**config.mk**
```make
export PLATFORM = sky130hd
export DESIGN_NAME = stall_detect_stop_logic
export DESIGN_NICKNAME = d
export VERILOG_FILES = /design/src/stall_pkg.sv /design/src/stall_detect_stop_logic.sv
export SDC_FILE = /design/constraint.sdc
export NUM_CORES = 1
export LEC_CHECK = 0
export BUFFER_PORTS_ARGS = -buffer_cell sky130_fd_sc_hd__clkbuf_2
export CAP_MARGIN = 40
export CORE_ASPECT_RATIO = 2
export CORE_MARGIN = 4
export CORE_UTILIZATION = 30
export CTS_CLUSTER_SIZE = 14
export DETAILED_ROUTE_END_ITERATION = 12
export PLACE_DENSITY_LB_ADDON = 0.05
export SLEW_MARGIN = 5
export SYNTH_ARGS = -nofsm -noshare
export SYNTH_HDL_FRONTEND = slang
export SYNTH_SLANG_ARGS = --single-unit
```
**constraint.sdc**
```tcl
create_clock -name core_clk -period 5.7 [get_ports core_clk]
set_clock_uncertainty 0.05 [all_clocks]
set_input_delay 0.57 -clock core_clk [delete_from_list [all_inputs] [get_ports core_clk]]
set_output_delay 0.57 -clock core_clk [all_outputs]
set_load 0.1 [all_outputs]
```
**src/stall_pkg.sv**
```systemverilog
// package: constants, register map and carrier types for the stall detect block
//
// Behaviour
// - refresh load reading once per full step, once per four full steps with filter enabled
// - filter enabled: average four step measurements
// - detection gated off below lower velocity threshold
// - load reading zero with detection means stall
// - stop only while stall stop enable set
// - stop forces actual velocity to zero
// - stall flag in driver status while stopped
// - ramp status read clears stop event
// - clearing stall stop enable releases stop
// - threshold offset is signed two's complement
// - load reading unsigned 0..1023, 0 highest load
package stall_pkg;

  // register byte offsets
  localparam logic [7:0] OFS_SWITCH_MODE   = 8'h00;
  localparam logic [7:0] OFS_LOWER_VEL     = 8'h04;
  localparam logic [7:0] OFS_UPPER_VEL     = 8'h08;
  localparam logic [7:0] OFS_LOAD_OFFSET   = 8'h0c;
  localparam logic [7:0] OFS_RAMP_STATUS   = 8'h10;
  localparam logic [7:0] OFS_DRIVER_STATUS = 8'h14;
  localparam logic [7:0] OFS_IRQ_STATUS    = 8'h18;
  localparam logic [7:0] OFS_IRQ_ENABLE    = 8'h1c;
  localparam logic [7:0] OFS_IRQ_CLEAR     = 8'h20;

  // switch mode field positions
  localparam int BIT_STALL_STOP_EN = 0;
  localparam int BIT_FILTER_EN     = 1;
  localparam int BIT_SOFT_STOP_EN  = 2;
  // ramp / driver status positions
  localparam int BIT_STOP_EVENT    = 0;
  localparam int BIT_STALL_FLAG    = 24;
  // interrupt bit positions
  localparam int IRQ_STOP          = 0;
  localparam int IRQ_STALL         = 1;
  localparam int IRQ_SAMPLE        = 2;

  // widths and reset values
  localparam int LOAD_W = 10;
  localparam int VEL_W  = 24;
  localparam int OFS_W  = 7;
  localparam int IRQ_W  = 3;
  localparam logic [2:0]       SWITCH_MODE_RST = 3'h0;
  localparam logic [VEL_W-1:0] VEL_THR_RST     = 24'h000000;
  localparam logic [OFS_W-1:0] LOAD_OFFSET_RST = 7'h00;
  localparam int               FILTER_DEPTH    = 4;

  // axi response codes
  localparam logic [1:0] RESP_OKAY   = 2'h0;
  localparam logic [1:0] RESP_SLVERR = 2'h2;

  // axi4-lite request from master
  typedef struct packed {
    logic        awvalid;
    logic [7:0]  awaddr;
    logic        wvalid;
    logic [31:0] wdata;
    logic [3:0]  wstrb;
    logic        bready;
    logic        arvalid;
    logic [7:0]  araddr;
    logic        rready;
  } axil_req_t;

  // axi4-lite answer from slave
  typedef struct packed {
    logic        awready;
    logic        wready;
    logic        bvalid;
    logic [1:0]  bresp;
    logic        arready;
    logic        rvalid;
    logic [31:0] rdata;
    logic [1:0]  rresp;
  } axil_rsp_t;

  // per full step load measurement from the chopper
  typedef struct packed {
    logic              step;
    logic [LOAD_W-1:0] load;
  } load_sample_t;

endpackage

```
**src/stall_detect_stop_logic.sv**
```systemverilog
// stall detection and stop-on-stall logic with axi4-lite registers
//
// Decided for this implementation: the AXI4-Lite slave port and the address map.
`timescale 1ns/1ps
`default_nettype none

module stall_detect_stop_logic
(
  input  wire logic                   core_clk,       // 250 MHz system clock
  input  wire logic                   rstn,           // async reset, active low
  input  wire stall_pkg::axil_req_t   bus_req,        // register bus request
  output var  stall_pkg::axil_rsp_t   bus_rsp,        // register bus answer
  input  wire stall_pkg::load_sample_t sample,        // raw load per full step
  input  wire logic [23:0]            actual_velocity, // magnitude from ramp
  output var  logic                   force_zero_vel, // ramp holds velocity 0
  output var  logic [6:0]             load_threshold_offset, // to chopper
  output var  logic                   irq             // level interrupt
);
  import stall_pkg::*;

  // all state of the block
  typedef struct packed {
    logic [2:0]        mode;        // switch mode config bits
    logic [VEL_W-1:0]  lower_vel;   // lower velocity threshold
    logic [VEL_W-1:0]  upper_vel;   // upper velocity threshold
    logic [OFS_W-1:0]  load_ofs;    // signed threshold offset
    logic [LOAD_W-1:0] reading;     // current load reading
    logic [LOAD_W+1:0] acc;         // filter accumulator
    logic [1:0]        acc_cnt;     // samples in accumulator
    logic              stop_event;  // latched stall stop event
    logic [IRQ_W-1:0]  irq_stat;    // sticky interrupt status
    logic [IRQ_W-1:0]  irq_en;      // interrupt enables
    logic              aw_got;      // write address held
    logic [7:0]        aw_addr;
    logic              w_got;       // write data held
    logic [31:0]       w_data;
    logic              bvalid;
    logic [1:0]        bresp;
    logic              rvalid;
    logic [31:0]       rdata;
    logic [1:0]        rresp;
  } state_t;

  state_t s_q;  // registered state
  state_t s_d;  // next state

  ////////////////////////////////////////////////////////////////////////////
  // helpers

  // true when the offset names a mapped register
  function automatic logic is_mapped(input logic [7:0] a);
    is_mapped = (a <= OFS_IRQ_CLEAR) && (a[1:0] == 2'h0);
  endfunction

  logic       detect_on;  // velocity gate
  logic       stall_seen; // stall on this step
  logic       wr_fire;    // write both halves present
  logic       rd_fire;    // read address taken
  logic [7:0] wa;
  logic [31:0] wd;
  logic [IRQ_W-1:0] irq_set;
  logic [LOAD_W+1:0] acc_sum;
  logic [LOAD_W-1:0] next_reading;  // reading after this edge

  // detection enabled only at or above the lower threshold
  assign detect_on  = actual_velocity >= s_q.lower_vel;
  // zero reading on a fresh step with detection on is a stall
  assign stall_seen = sample.step && detect_on && (next_reading == '0);

  // write address and data, from the holding registers once captured
  assign wa = s_q.aw_got ? s_q.aw_addr : bus_req.awaddr;
  assign wd = s_q.w_got ? s_q.w_data : bus_req.wdata;
  // a write fires once both halves are present and no response waits
  assign wr_fire = (s_q.aw_got || bus_req.awvalid) && (s_q.w_got || bus_req.wvalid)
                   && !s_q.bvalid;
  // a read is taken only while no read data waits
  assign rd_fire = bus_req.arvalid && !s_q.rvalid;
  // running filter sum, wide enough for four full-scale samples
  assign acc_sum = s_q.acc + {2'h0, sample.load};
  // reading after this edge: raw, every fourth step when filtered, else held
  assign next_reading = !sample.step ? s_q.reading :
                        !s_q.mode[BIT_FILTER_EN] ? sample.load :
                        (s_q.acc_cnt == 2'(FILTER_DEPTH - 1)) ? acc_sum[LOAD_W+1:2] :
                        s_q.reading;

  ////////////////////////////////////////////////////////////////////////////
  // next state

  always_comb
  begin
    s_d = s_q;
    irq_set = '0;
    // load reading refresh on each full step, every fourth full step when filtered
    if (sample.step)
    begin
      if (s_q.mode[BIT_FILTER_EN])
      begin
        // average of four: sum then shift by two
        if (s_q.acc_cnt == 2'(FILTER_DEPTH - 1))
        begin
          s_d.reading = next_reading;
          s_d.acc     = '0;
          s_d.acc_cnt = 2'h0;
        end
        else
        begin
          s_d.acc     = acc_sum;
          s_d.acc_cnt = s_q.acc_cnt + 2'h1;
        end
      end
      else
      begin
        // raw per step reading
        s_d.reading = next_reading;
        s_d.acc     = '0;
        s_d.acc_cnt = 2'h0;
      end
      irq_set[IRQ_SAMPLE] = 1'b1;
    end
    // write channel capture
    if (bus_req.awvalid && !s_q.aw_got)
    begin
      s_d.aw_got  = 1'b1;
      s_d.aw_addr = bus_req.awaddr;
    end
    if (bus_req.wvalid && !s_q.w_got)
    begin
      s_d.w_got  = 1'b1;
      s_d.w_data = bus_req.wdata;
    end
    if (s_q.bvalid && bus_req.bready)
      s_d.bvalid = 1'b0;
    if (s_q.rvalid && bus_req.rready)
      s_d.rvalid = 1'b0;
    // release of stop by disabling stall stop
    if (!s_q.mode[BIT_STALL_STOP_EN])
      s_d.stop_event = 1'b0;
    // register write
    if (wr_fire)
    begin
      s_d.aw_got = 1'b0;
      s_d.w_got  = 1'b0;
      s_d.bvalid = 1'b1;
      s_d.bresp  = is_mapped(wa) ? RESP_OKAY : RESP_SLVERR;
      if (wa == OFS_SWITCH_MODE)
        s_d.mode = wd[2:0];
      else if (wa == OFS_LOWER_VEL)
        s_d.lower_vel = wd[VEL_W-1:0];
      else if (wa == OFS_UPPER_VEL)
        s_d.upper_vel = wd[VEL_W-1:0];
      else if (wa == OFS_LOAD_OFFSET)
        s_d.load_ofs = wd[OFS_W-1:0];
      else if (wa == OFS_IRQ_ENABLE)
        s_d.irq_en = wd[IRQ_W-1:0];
      else if (wa == OFS_IRQ_CLEAR)
        s_d.irq_stat = s_q.irq_stat & ~wd[IRQ_W-1:0];
    end
    // register read
    if (rd_fire)
    begin
      s_d.rvalid = 1'b1;
      s_d.rresp  = is_mapped(bus_req.araddr) ? RESP_OKAY : RESP_SLVERR;
      s_d.rdata  = 32'h0;
      if (bus_req.araddr == OFS_SWITCH_MODE)
        s_d.rdata = {29'h0, s_q.mode};
      else if (bus_req.araddr == OFS_LOWER_VEL)
        s_d.rdata = {8'h0, s_q.lower_vel};
      else if (bus_req.araddr == OFS_UPPER_VEL)
        s_d.rdata = {8'h0, s_q.upper_vel};
      else if (bus_req.araddr == OFS_LOAD_OFFSET)
        s_d.rdata = {{25{s_q.load_ofs[OFS_W-1]}}, s_q.load_ofs};
      else if (bus_req.araddr == OFS_RAMP_STATUS)
      begin
        s_d.rdata[BIT_STOP_EVENT] = s_q.stop_event;
        s_d.stop_event = 1'b0;
      end
      else if (bus_req.araddr == OFS_DRIVER_STATUS)
      begin
        s_d.rdata[LOAD_W-1:0]     = s_q.reading;
        s_d.rdata[BIT_STALL_FLAG] = s_q.stop_event;
      end
      else if (bus_req.araddr == OFS_IRQ_STATUS)
        s_d.rdata = {29'h0, s_q.irq_stat};
      else if (bus_req.araddr == OFS_IRQ_ENABLE)
        s_d.rdata = {29'h0, s_q.irq_en};
    end
    // a stall with stall stop enabled sets the latched stop event, winning over any clear
    if (stall_seen)
    begin
      irq_set[IRQ_STALL] = 1'b1;
      if (s_q.mode[BIT_STALL_STOP_EN])
      begin
        s_d.stop_event = 1'b1;
        irq_set[IRQ_STOP] = 1'b1;
      end
    end
    // sticky status, set beats clear
    s_d.irq_stat = s_d.irq_stat | irq_set;
  end

  ////////////////////////////////////////////////////////////////////////////
  // state register

  always_ff @(posedge core_clk or negedge rstn)
  begin
    if (!rstn)
    begin
      s_q           <= '0;
      s_q.mode      <= SWITCH_MODE_RST;
      s_q.lower_vel <= VEL_THR_RST;
      s_q.upper_vel <= VEL_THR_RST;
      s_q.load_ofs  <= LOAD_OFFSET_RST;
    end
    else
      s_q <= s_d;
  end

  ////////////////////////////////////////////////////////////////////////////
  // outputs

  always_comb
  begin
    bus_rsp         = '0;
    bus_rsp.awready = !s_q.aw_got;
    bus_rsp.wready  = !s_q.w_got;
    bus_rsp.bvalid  = s_q.bvalid;
    bus_rsp.bresp   = s_q.bresp;
    bus_rsp.arready = !s_q.rvalid;
    bus_rsp.rvalid  = s_q.rvalid;
    bus_rsp.rdata   = s_q.rdata;
    bus_rsp.rresp   = s_q.rresp;
  end

  // hard stop: ramp velocity forced to zero while event latched
  assign force_zero_vel        = s_q.stop_event;
  assign load_threshold_offset = s_q.load_ofs;
  assign irq                   = |(s_q.irq_stat & s_q.irq_en);

  ////////////////////////////////////////////////////////////////////////////
  // checks

  // stop path: a stall with stop enabled latches, a disable or a read releases
  chk_stall_stop_set: assert property (@(posedge core_clk) disable iff (!rstn)
    stall_seen && s_q.mode[BIT_STALL_STOP_EN] |=> force_zero_vel)
    else $error("stall with stop enabled did not stop");
  chk_no_stop_disabled: assert property (@(posedge core_clk) disable iff (!rstn)
    !s_q.mode[BIT_STALL_STOP_EN] && !$past(s_q.mode[BIT_STALL_STOP_EN])
      |-> !force_zero_vel)
    else $error("stop held with stall stop disabled");
  chk_disable_release: assert property (@(posedge core_clk) disable iff (!rstn)
    !s_q.mode[BIT_STALL_STOP_EN] |=> !force_zero_vel)
    else $error("disabled stall stop did not release");
  chk_gate_low_vel: assert property (@(posedge core_clk) disable iff (!rstn)
    actual_velocity < s_q.lower_vel |-> !stall_seen)
    else $error("stall seen below lower velocity");
  chk_stop_latched: assert property (@(posedge core_clk) disable iff (!rstn)
    force_zero_vel && !rd_fire && s_q.mode[BIT_STALL_STOP_EN] |=> force_zero_vel)
    else $error("stop event dropped without clear");
  chk_ramp_read_clear: assert property (@(posedge core_clk) disable iff (!rstn)
    rd_fire && bus_req.araddr == OFS_RAMP_STATUS && !stall_seen
      |=> !force_zero_vel ##0 s_q.rvalid)
    else $error("ramp status read did not clear stop");
  // load reading path
  chk_raw_reading: assert property (@(posedge core_clk) disable iff (!rstn)
    sample.step && !s_q.mode[BIT_FILTER_EN] |=> s_q.reading == $past(sample.load))
    else $error("raw reading not refreshed");
  chk_filter_hold: assert property (@(posedge core_clk) disable iff (!rstn)
    sample.step && s_q.mode[BIT_FILTER_EN] && s_q.acc_cnt != 2'h3
      |=> $stable(s_q.reading))
    else $error("filtered reading changed early");
  chk_zero_stall: assert property (@(posedge core_clk) disable iff (!rstn)
    sample.step && detect_on && next_reading == '0 |=> s_q.irq_stat[IRQ_STALL])
    else $error("zero reading missed");
  chk_stall_flag: assert property (@(posedge core_clk) disable iff (!rstn)
    rd_fire && bus_req.araddr == OFS_DRIVER_STATUS
      |=> s_q.rdata[BIT_STALL_FLAG] == $past(s_q.stop_event))
    else $error("stall flag mismatch");
  // status and bus: sticky bits, answers held until taken
  chk_sample_sticky: assert property (@(posedge core_clk) disable iff (!rstn)
    sample.step |=> s_q.irq_stat[IRQ_SAMPLE])
    else $error("new sample not flagged");
  chk_stop_sticky: assert property (@(posedge core_clk) disable iff (!rstn)
    s_q.irq_stat[IRQ_STOP] && !(wr_fire && wa == OFS_IRQ_CLEAR)
      |=> s_q.irq_stat[IRQ_STOP])
    else $error("stop status lost without clear");
  chk_bvalid_hold: assert property (@(posedge core_clk) disable iff (!rstn)
    bus_rsp.bvalid && !bus_req.bready |=> bus_rsp.bvalid && $stable(bus_rsp.bresp))
    else $error("write response dropped before taken");
  chk_rvalid_hold: assert property (@(posedge core_clk) disable iff (!rstn)
    bus_rsp.rvalid && !bus_req.rready |=> bus_rsp.rvalid && $stable(bus_rsp.rdata))
    else $error("read data dropped before taken");
  chk_wr_unmapped: assert property (@(posedge core_clk) disable iff (!rstn)
    wr_fire && !is_mapped(wa) |=> bus_rsp.bresp == RESP_SLVERR)
    else $error("unmapped write not refused");

  // main scenarios
  cov_release_disable: cover property (@(posedge core_clk) disable iff (!rstn)
    force_zero_vel && !s_q.mode[BIT_STALL_STOP_EN] ##1 !force_zero_vel);
  cov_stop: cover property (@(posedge core_clk) disable iff (!rstn)
    !force_zero_vel ##1 force_zero_vel);
  cov_release_read: cover property (@(posedge core_clk) disable iff (!rstn)
    force_zero_vel ##1 !force_zero_vel && s_q.mode[BIT_STALL_STOP_EN]);
  cov_filter_out: cover property (@(posedge core_clk) disable iff (!rstn)
    sample.step && s_q.mode[BIT_FILTER_EN] && s_q.acc_cnt == 2'h3);

endmodule

`default_nettype wire

```
# Yosys cells after proc, flatten, opt, wreduce, memory -nomap -nowiden
# Cells that the tools add are included.
[op_classes] order_cmp=3 eq_ne=14 add_sub_neg=2 muxes=49 n_bitwise=8 reduce_logical=33
[op_table] op="32-bit two-way mux" count=5
[op_table] op="10-bit two-way mux" count=5
[op_table] op="24-bit two-way mux" count=2
[op_table] op="8-bit by 5-bit == test with 1-bit output, second input constant" count=5
[op_table] op="35-bit two-way mux" count=1
[op_table] op="33-bit two-way mux" count=1
[op_table] op="8-bit by 4-bit == test with 1-bit output, second input constant" count=4
[op_table] op="31-bit two-way mux" count=1
[op_table] op="14-bit two-way mux" count=2
[op_table] op="24-bit greater-or-equal comparator" count=1
[op_table] op="6-bit two-way mux" count=4
[op_table] op="8-bit by 3-bit == test with 1-bit output, second input constant" count=2
[op_table] op="8-bit by 6-bit less-or-equal comparator with 1-bit output, second input constant" count=2
[op_table] op="8-bit logical NOT" count=2
[op_table] op="1-bit two-way mux" count=16
[op_table] op="3-bit two-way mux" count=5
[op_table] op="7-bit two-way mux" count=2
[op_table] op="12-bit by 10-bit adder with 12-bit output" count=1
[op_table] op="1-bit logical AND" count=11
[op_table] op="10-bit logical NOT" count=1
[op_table] op="9-bit two-way mux" count=1
[op_table] op="8-bit by 6-bit == test with 1-bit output, second input constant" count=1
[op_table] op="8-bit two-way mux" count=1
[op_table] op="2-bit nonzero test" count=4
[op_table] op="17 further kinds" count=29
[totals] ff_bits=169 inputBits=94 output_inout_bits=50 word_cells=128

# Longest topological paths before layout
# Gate-level depths: netlist of the first run.
[depth] depth_word=11 ltp_mapped=9 ltp_nobuf=9

# Worst setup path after synthesis of the first run
# OpenSTA, ideal clock, no wires.
[synth_path] path_kind="in2reg" start="in sample[8] (netlist bit)" end="reg s_q (netlist bit force_zero_vel)" arrival_time_ns=2.863 path_slack_ns=2.692 n_path_buf=0 setup_time_ns=0.095 t_required_ns=5.555 stages=8 cell_sequence="ha_1 -> a21oi_4 -> o21ai_2 -> a222oi_1 -> nand3_2 -> or4b_1 -> or4_4 -> o31ai_1"
[synth_lines] element="start, declared" line="stall_detect_stop_logic.sv:13" source="input wire stall_pkg::load_sample_t sample,"
[synth_lines] element="end, declared" line="stall_detect_stop_logic.sv:44" source="state_t s_q;"

==> results.yml, run 1 <==
clocking:
  clk_pin_slew_worst_paths_ns: 0.06
  insertion_delay_ns: 0.44
  root_buffer: "clkbuf_16"
  clockBufferDepth: 2
  post_cts_buffers: 0
  cts_tree: "built"
  cts_sinks: 153
  h-tree-depth: 4
  cts_buffers: 17
timing:
  setup-violations-final: 0
  drv_slew: 0
  worstMarginPinSlew_ns: 0.818
  finalCritPeriodShare: 0.562
  finalWorstPathRequiredPeriod_ns: 3.20
  relSlewSlack: 0.454
  rsz0062_at_grt: "no"
  postLayoutSetupSlackWorst_ns: 2.50
  fin_setup_tns_ns: 0
  fmax_ghz: 0.312
  finalHoldViolCount: 0
synthesis:
  synth_top_family_by_area: "compound AO/OA/AOI/OAI gates"
  synthesis.instances: 851
  seq_area_frac_synth: 0.471
  yosys.area_share.xor_xnor: 0.00971
  synth_area_um2: 8120
  synth.avg_cell_area_um2: 9.54
  yosysTopAreaCellShare: 0.471
  synth_flop_cell: "dfrtp_1"
  synth.area.top_cells: "dfrtp_1 (47%), o21ai_0 (6.5%), ha_1 (5.4%)"
  synth_most_common_cell: "dfrtp_1"
  async_flop_share: 1.00
  synthSimpleGateAreaFrac: 0.116
  synthAdderAreaFrac: 0.0564
  synth_seq_cells: 153
  synth_enable_flop_cells: 0
  ys_top_cells_by_count: "dfrtp_1 (153), o21ai_0 (106), nand2_1 (104)"
  synthMuxAreaShare: 0.0832
  ys_types: 61
  post-synth-top-area-cell: "dfrtp_1"
  yosys_warnings: 0
  synth_compound_area_frac: 0.180
setup_path:
  endpoint_kind: "flip-flop"
  cp_slowest_stage_delay_ns: 0.46
  crit_fanout: 3
  r2r-end: "s_q[83]$_DFF_PN0_"
  cp_slowest_cell: "or4_4"
  crit_chain: "ha_1, fa_1, a21oi_1, o211ai_1, a31oi_1, xor2_1, a41oi_1, or4_4, o31ai_1"
  crit_buf_inv: 0
  crit_arrival_ns: 3.49
  worstSetupStartpoint: "s_q[89]$_DFFE_PN0P_"
  cp_num_cells: 9
  r2r_slack_ns: 2.50
  worstSetupPathType: "flip-flop to flip-flop"
  r2r_start: "s_q[89]$_DFFE_PN0P_"
  start_kind: "flip-flop"
  cp-endpoint: "s_q[83]$_DFF_PN0_"
  cpLargestDelayFamily: "compound AO/OA/AOI/OAI gates"
  crit_required_ns: 5.99
  reg2regPathDepth: 9
drt:
  wl_per_cell_um: 19.2
  via_per_inst: 4.91
  drt-pass1-iter-count: 7
  num_vias: 6350
  remaining_drc_errors: 0
  routed_wl_um: 24800
  drtIter0Drc: 388
  postRouteAntennaNets: 0
floorplan:
  start_util: 0.303
  die_w_um: 124
  fp.dieH_um: 241
  coreArea_um2: 26800
  io_pins: 144
  dieArea_um2: 29900
  placementRows: 85
job:
  cap_violations: 0
cells_and_area:
  fillers: 2885
  diodes: 0
  areaGrowthSynthToFinish_pct: 16.4
  layout-drive-gt1-share: 0.231
  fin_area_um2: 9450
  finalNetCount: 1062
global_routing:
  gr-total-overflow: 0
  grt_pass1_vias: 6748
  grt_pass1_wl_um: 39300
  grtUsageTotal: 0.172
  antenna_found_initial: 0
  grt_start_max_net_pins: 61
place:
  dp_slack_ns: 2.18
  gp_congestion: 0.806
  dpl.hpwl_um: 18700
  port_buffers: 129
  dpl_cell_area_um2: 8820
power:
  p_switching_uw: 1640
  pwr-share-comb: 0.334
  leakage_uw: 0.00428
  power.density_nw_per_um2: 450
  p_clk_frac: 0.284
  vdd_drop_max_uv: 179
  internal_power_uw: 2610
  pwr-share-seq: 0.382
  switching_share: 0.386
min_path:
  hp-class: "input pin to flip-flop"
status:
  run_status: "completed"
==> power groups by stage <==
stage / Combinational [uW] / Sequential [uW] / Clock (uW)
final: 1420 / 1620 / 1210
after floorplan: 1170 / 1540 / 0
after detailed placement: 1450 / 1650 / 0
after global placement: 1450 / 1640 / 0
after CTS: 1460 / 1630 / 1250
after global routing: 1580 / 1670 / 1290
==> stage by stage <==
| step | hold WS, ns | cells | total power, uW | utilization |
|---|---|---|---|---|
| 3_3_place_gp | 0.412 | 1260 | 3090 | 0.329 |
| 2_1_floorplan | 0.224 | 852 | 2720 | - |
| 3_5_place_dp | 0.421 | 1260 | 3100 | 0.329 |
| 5_1_grt | 0.268 | 1293 | 4540 | 0.353 |
| 4_1_cts | 0.240 | 1293 | 4340 | 0.353 |
| 6_report | 0.273 | 1293 | 4250 | 0.353 |
==> repair_timing <==
item | CTS | global route
hold buffers | 1 | 0
resized for setup | 0 | 0
hold endpoints to repair | 3 | 0
setup endpoints to repair | 0 | 0
==> sequential cells by signal (all words and copies together), names as in the netlist <==
| register | count |
|---|---|
| load_threshold_offset | 7 |
| bus_rsp | 30 |
| force_zero_vel | 1 |
| s_q | 115 |
==> layer usage <==
metal / global-route usage / vias up / wire length (um)
met3: 0.0374 / 26 / 860
met5: 0 / - / 0
met1: 0.185 / 3072 / 9510
met4: 0.0515 / 0 / 412
li1: - / 3118 / -
met2: 0.332 / 134 / 14000
==> cell type report <==
| cell class | instances | area (um^2) | area share |
|---|---|---|---|
| Multi-Input combinational cell | 566 | 3630 | 0.384 |
| Clock buffer | 25 | 505 | 0.0535 |
| Inverter | 53 | 199 | 0.0210 |
| Clock inverter | 7 | 113 | 0.0119 |
| Timing Repair Buffer | 141 | 744 | 0.0788 |
| Tap cell | 348 | 435 | 0.0461 |
| Sequential cell | 153 | 3830 | 0.405 |
==> logic make-up (layout without fill, tap and decap cells) <==
kind of cell             Yosys count  in the layout
AO/OA/AOI/OAI                    240            240
AND/OR/NAND/NOR                  216            216
flip-flops                       153            153
buffers and inverters            133            226
multiplexers                      63             63
adder cells (fa/ha/maj)           36             36
XOR/XNOR                           9              9
other                              1              2
==> worst min path at each step <==
stage                              end  slack [ns]                    start  cells after the start
6_report       bus_rsp[34]$_DFFE_PN0P_        0.27               bus_req[0]                      2
3_3_place_gp   bus_rsp[20]$_DFFE_PN0P_        0.41  bus_rsp[20]$_DFFE_PN0P_                      2
4_1_cts        bus_rsp[34]$_DFFE_PN0P_        0.24               bus_req[0]                      2
2_1_floorplan  bus_rsp[10]$_DFFE_PN0P_        0.22                     rstn                      0
3_5_place_dp      s_q[129]$_DFFE_PN0P_        0.42     s_q[129]$_DFFE_PN0P_                      2
5_1_grt        bus_rsp[34]$_DFFE_PN0P_        0.27               bus_req[0]                      2
==> cell usage in the layout, fill, tap and decap left out, types with 9 or more instances in the layout <==
master and count:
nor2_1 53, a21oi_1 47, mux2i_1 27, dfrtp_1 153, o21ai_0 106, mux2_2 36
ha_1 35, nand3_1 23, buf_4 11, a222oi_1 9, clkbuf_2 128, inv_1 53
a31oi_1 10, clkbuf_16 17, o22ai_1 19, nand2_1 104, a22oi_1 10
(Power assumes the default switching activity.)
==> run 2, diff against run 1 <==
ABC_AREA = 1   (was not set)
clock period = 3.05 ns   (was 5.7 ns; I/O delays follow)
==> results.yml, run 2 <==
drt:
  drt-pass1-iter-count: 5
  wl_per_cell_um: 16.7
  drtIter0Drc: 284
  routed_wl_um: 25800
  num_vias: 7184
  via_per_inst: 4.64
  postRouteAntennaNets: 0
  remaining_drc_errors: 0
setup_path:
  crit_required_ns: 3.30
  endpoint_kind: "flip-flop"
  worstSetupStartpoint: "s_q[79]$_DFFE_PN0P_"
  worstSetupPathType: "flip-flop to flip-flop"
  r2r_start: "s_q[79]$_DFFE_PN0P_"
  r2r_slack_ns: 0.57
  start_kind: "flip-flop"
  crit_fanout: 31
  crit_arrival_ns: 2.74
place:
  dpl.hpwl_um: 20300
  port_buffers: 129
  dpl_cell_area_um2: 9300
  gp_congestion: 0.798
  place_inst: 1512
timing:
  finalWorstPathRequiredPeriod_ns: 2.48
  finalCritPeriodShare: 0.814
  worstMarginPinSlew_ns: 0.737
  fmax_ghz: 0.403
  relSlewSlack: 0.509
  drv_slew: 0
  setup-violations-final: 0
  finalHoldViolCount: 0
  fin_setup_tns_ns: 0
  hold_ws_ns: 0.0622
  rsz0062_at_grt: "no"
status:
  run_status: "completed"
clocking:
  h-tree-depth: 4
  insertion_delay_ns: 0.44
  cts_tree: "built"
  cts_buffers: 17
  clk_pin_slew_worst_paths_ns: 0.06
  post_cts_buffers: 0
  cts_sinks: 153
  root_buffer: "clkbuf_16"
  clockBufferDepth: 2
global_routing:
  antenna_found_initial: 0
  grt_pass1_wl_um: 41600
  grt_pass1_vias: 7607
  gr-total-overflow: 0
  grt_start_max_net_pins: 73
  grtUsageTotal: 0.174
synthesis:
  synth_enable_flop_cells: 0
  synth_area_um2: 8500
  synthesis.instances: 1086
  post-synth-top-area-cell: "dfrtp_1"
  synthMuxAreaShare: 0.0118
  synthAdderAreaFrac: 0.0539
  synth.avg_cell_area_um2: 7.82
  async_flop_share: 1.00
  synth.area.top_cells: "dfrtp_1 (45%), nand2_1 (14%), o21ai_0 (7.3%)"
  synth_flop_cell: "dfrtp_1"
  synthSimpleGateAreaFrac: 0.207
  synth_most_common_cell: "nand2_1"
  synth_top_family_by_area: "simple AND/OR/NAND/NOR gates"
  synth_compound_area_frac: 0.156
  yosysTopAreaCellShare: 0.451
  yosys.area_share.xor_xnor: 0
  ys_top_cells_by_count: "nand2_1 (309), dfrtp_1 (153), inv_1 (130)"
  seq_area_frac_synth: 0.451
  yosys_warnings: 0
  synth_seq_cells: 153
  ys_types: 42
cells_and_area:
  areaGrowthSynthToFinish_pct: 17.2
  fin_cells: 1547
  finalNetCount: 1312
  layout_common_cells: "nand2_1 (308), dfrtp_1 (153), inv_1 (130)"
  fin_area_um2: 9960
  regMostFlops: "s_q"
  layout-drive-gt1-share: 0.171
  fillers: 3051
  largest_register_ffs: 115
  diodes: 0
  final_common_cell: "nand2_1"
power:
  power_uw: 7700
  p_switching_uw: 3010
  pwr-share-seq: 0.367
  internal_power_uw: 4690
  p_clk_frac: 0.300
  vdd_drop_max_uv: 465
  pwr-share-comb: 0.333
  switching_share: 0.391
  power.density_nw_per_um2: 773
  leakage_uw: 0.00525
floorplan:
  die_w_um: 127
  io_pins: 144
  dieArea_um2: 31200
  placementRows: 86
  fp.dieH_um: 246
  coreArea_um2: 27800
  start_util: 0.306
min_path:
  hp-class: "input pin to flip-flop"
  min-delay-start: "bus_req[56]"
job:
  cap_violations: 0
run 2: cell types whose count changed after synthesis, moves of 10 or more:
cell     change
nor2_1      -21
nand2_1    +205
o22ai_1     -13
mux2i_1     -26
o21ai_0     +18
o21ai_1     +48
a22oi_1     -10
inv_1       +77
mux2_2      -28
nand3_1     +27
a21oi_1     -18
run 2: cells by family (layout without fill, tap and decap cells):
family / Yosys count / in the layout
multiplexers: 9 / 9
flip-flops: 153 / 153
AO/OA/AOI/OAI: 241 / 241
buffers and inverters: 220 / 328
other: 1 / 2
AND/OR/NAND/NOR: 426 / 426
adder cells (fa/ha/maj): 36 / 36
run 2: stage by stage:
step	utilization	worst slack (ns)
final	0.359	0.568
after global routing	0.359	0.246
after CTS	0.359	0.506
after detailed placement	0.335	0.527
after global placement	0.335	0.543
after floorplan	-	0.763
run 2: final timing paths:
path                                             end  depth (start not counted)
worst min-delay path             s_q[79]$_DFFE_PN0P_                          3
worst min register to register  s_q[133]$_DFFE_PN0P_                          2
worst max register to register  s_q[123]$_DFFE_PN0P_                          8
min in group asynchronous        s_q[78]$_DFFE_PN0P_                          2
worst max-delay path            s_q[123]$_DFFE_PN0P_                          8
max in group asynchronous        s_q[54]$_DFFE_PN0P_                          3
run 2: power groups by stage:
stage               Sequential, uW  Combinational (uW)  Clock [uW]
floorplan                     2770                1970           0
global placement              2850                2590           0
detailed placement            2860                2620           0
CTS                           2830                2630        2380
global route                  2890                2930        2460
finish                        2830                2560        2310
run 2: cell type report:
| class | count | area (um^2) | share of cell area |
|---|---|---|---|
| Inverter | 138 | 518 | 0.0520 |
| Timing Repair Buffer | 158 | 887 | 0.0891 |
| Multi-Input combinational cell | 714 | 3650 | 0.367 |
| Clock buffer | 25 | 495 | 0.0497 |
| Sequential cell | 153 | 3830 | 0.384 |
| Tap cell | 352 | 440 | 0.0442 |
| Clock inverter | 7 | 138 | 0.0138 |
run 2: repair_timing:
item	4_1_cts	5_1_grt
hold endpoints to repair	69	0
hold buffers	3	0
resized for setup	0	0
run 2: critical path, stage by stage, from the launching register on:
cell and delay [ns]:
dfrtp_1 0.53, inv_2 0.14, or3_1 0.32, o31ai_1 0.12, nand3_1 0.23, nor4_4 0.24
nand2_2 0.45, nand2_1 0.18, o21ai_1 0.08
run 2: layer usage:
layer  up-vias  GRT usage  wire length [um]
li1       3700          -                 -
met1      3332      0.189             10100
met2       126      0.332             14300
met3        26     0.0310               761
met4         0     0.0616               622
met5         -          0                 0
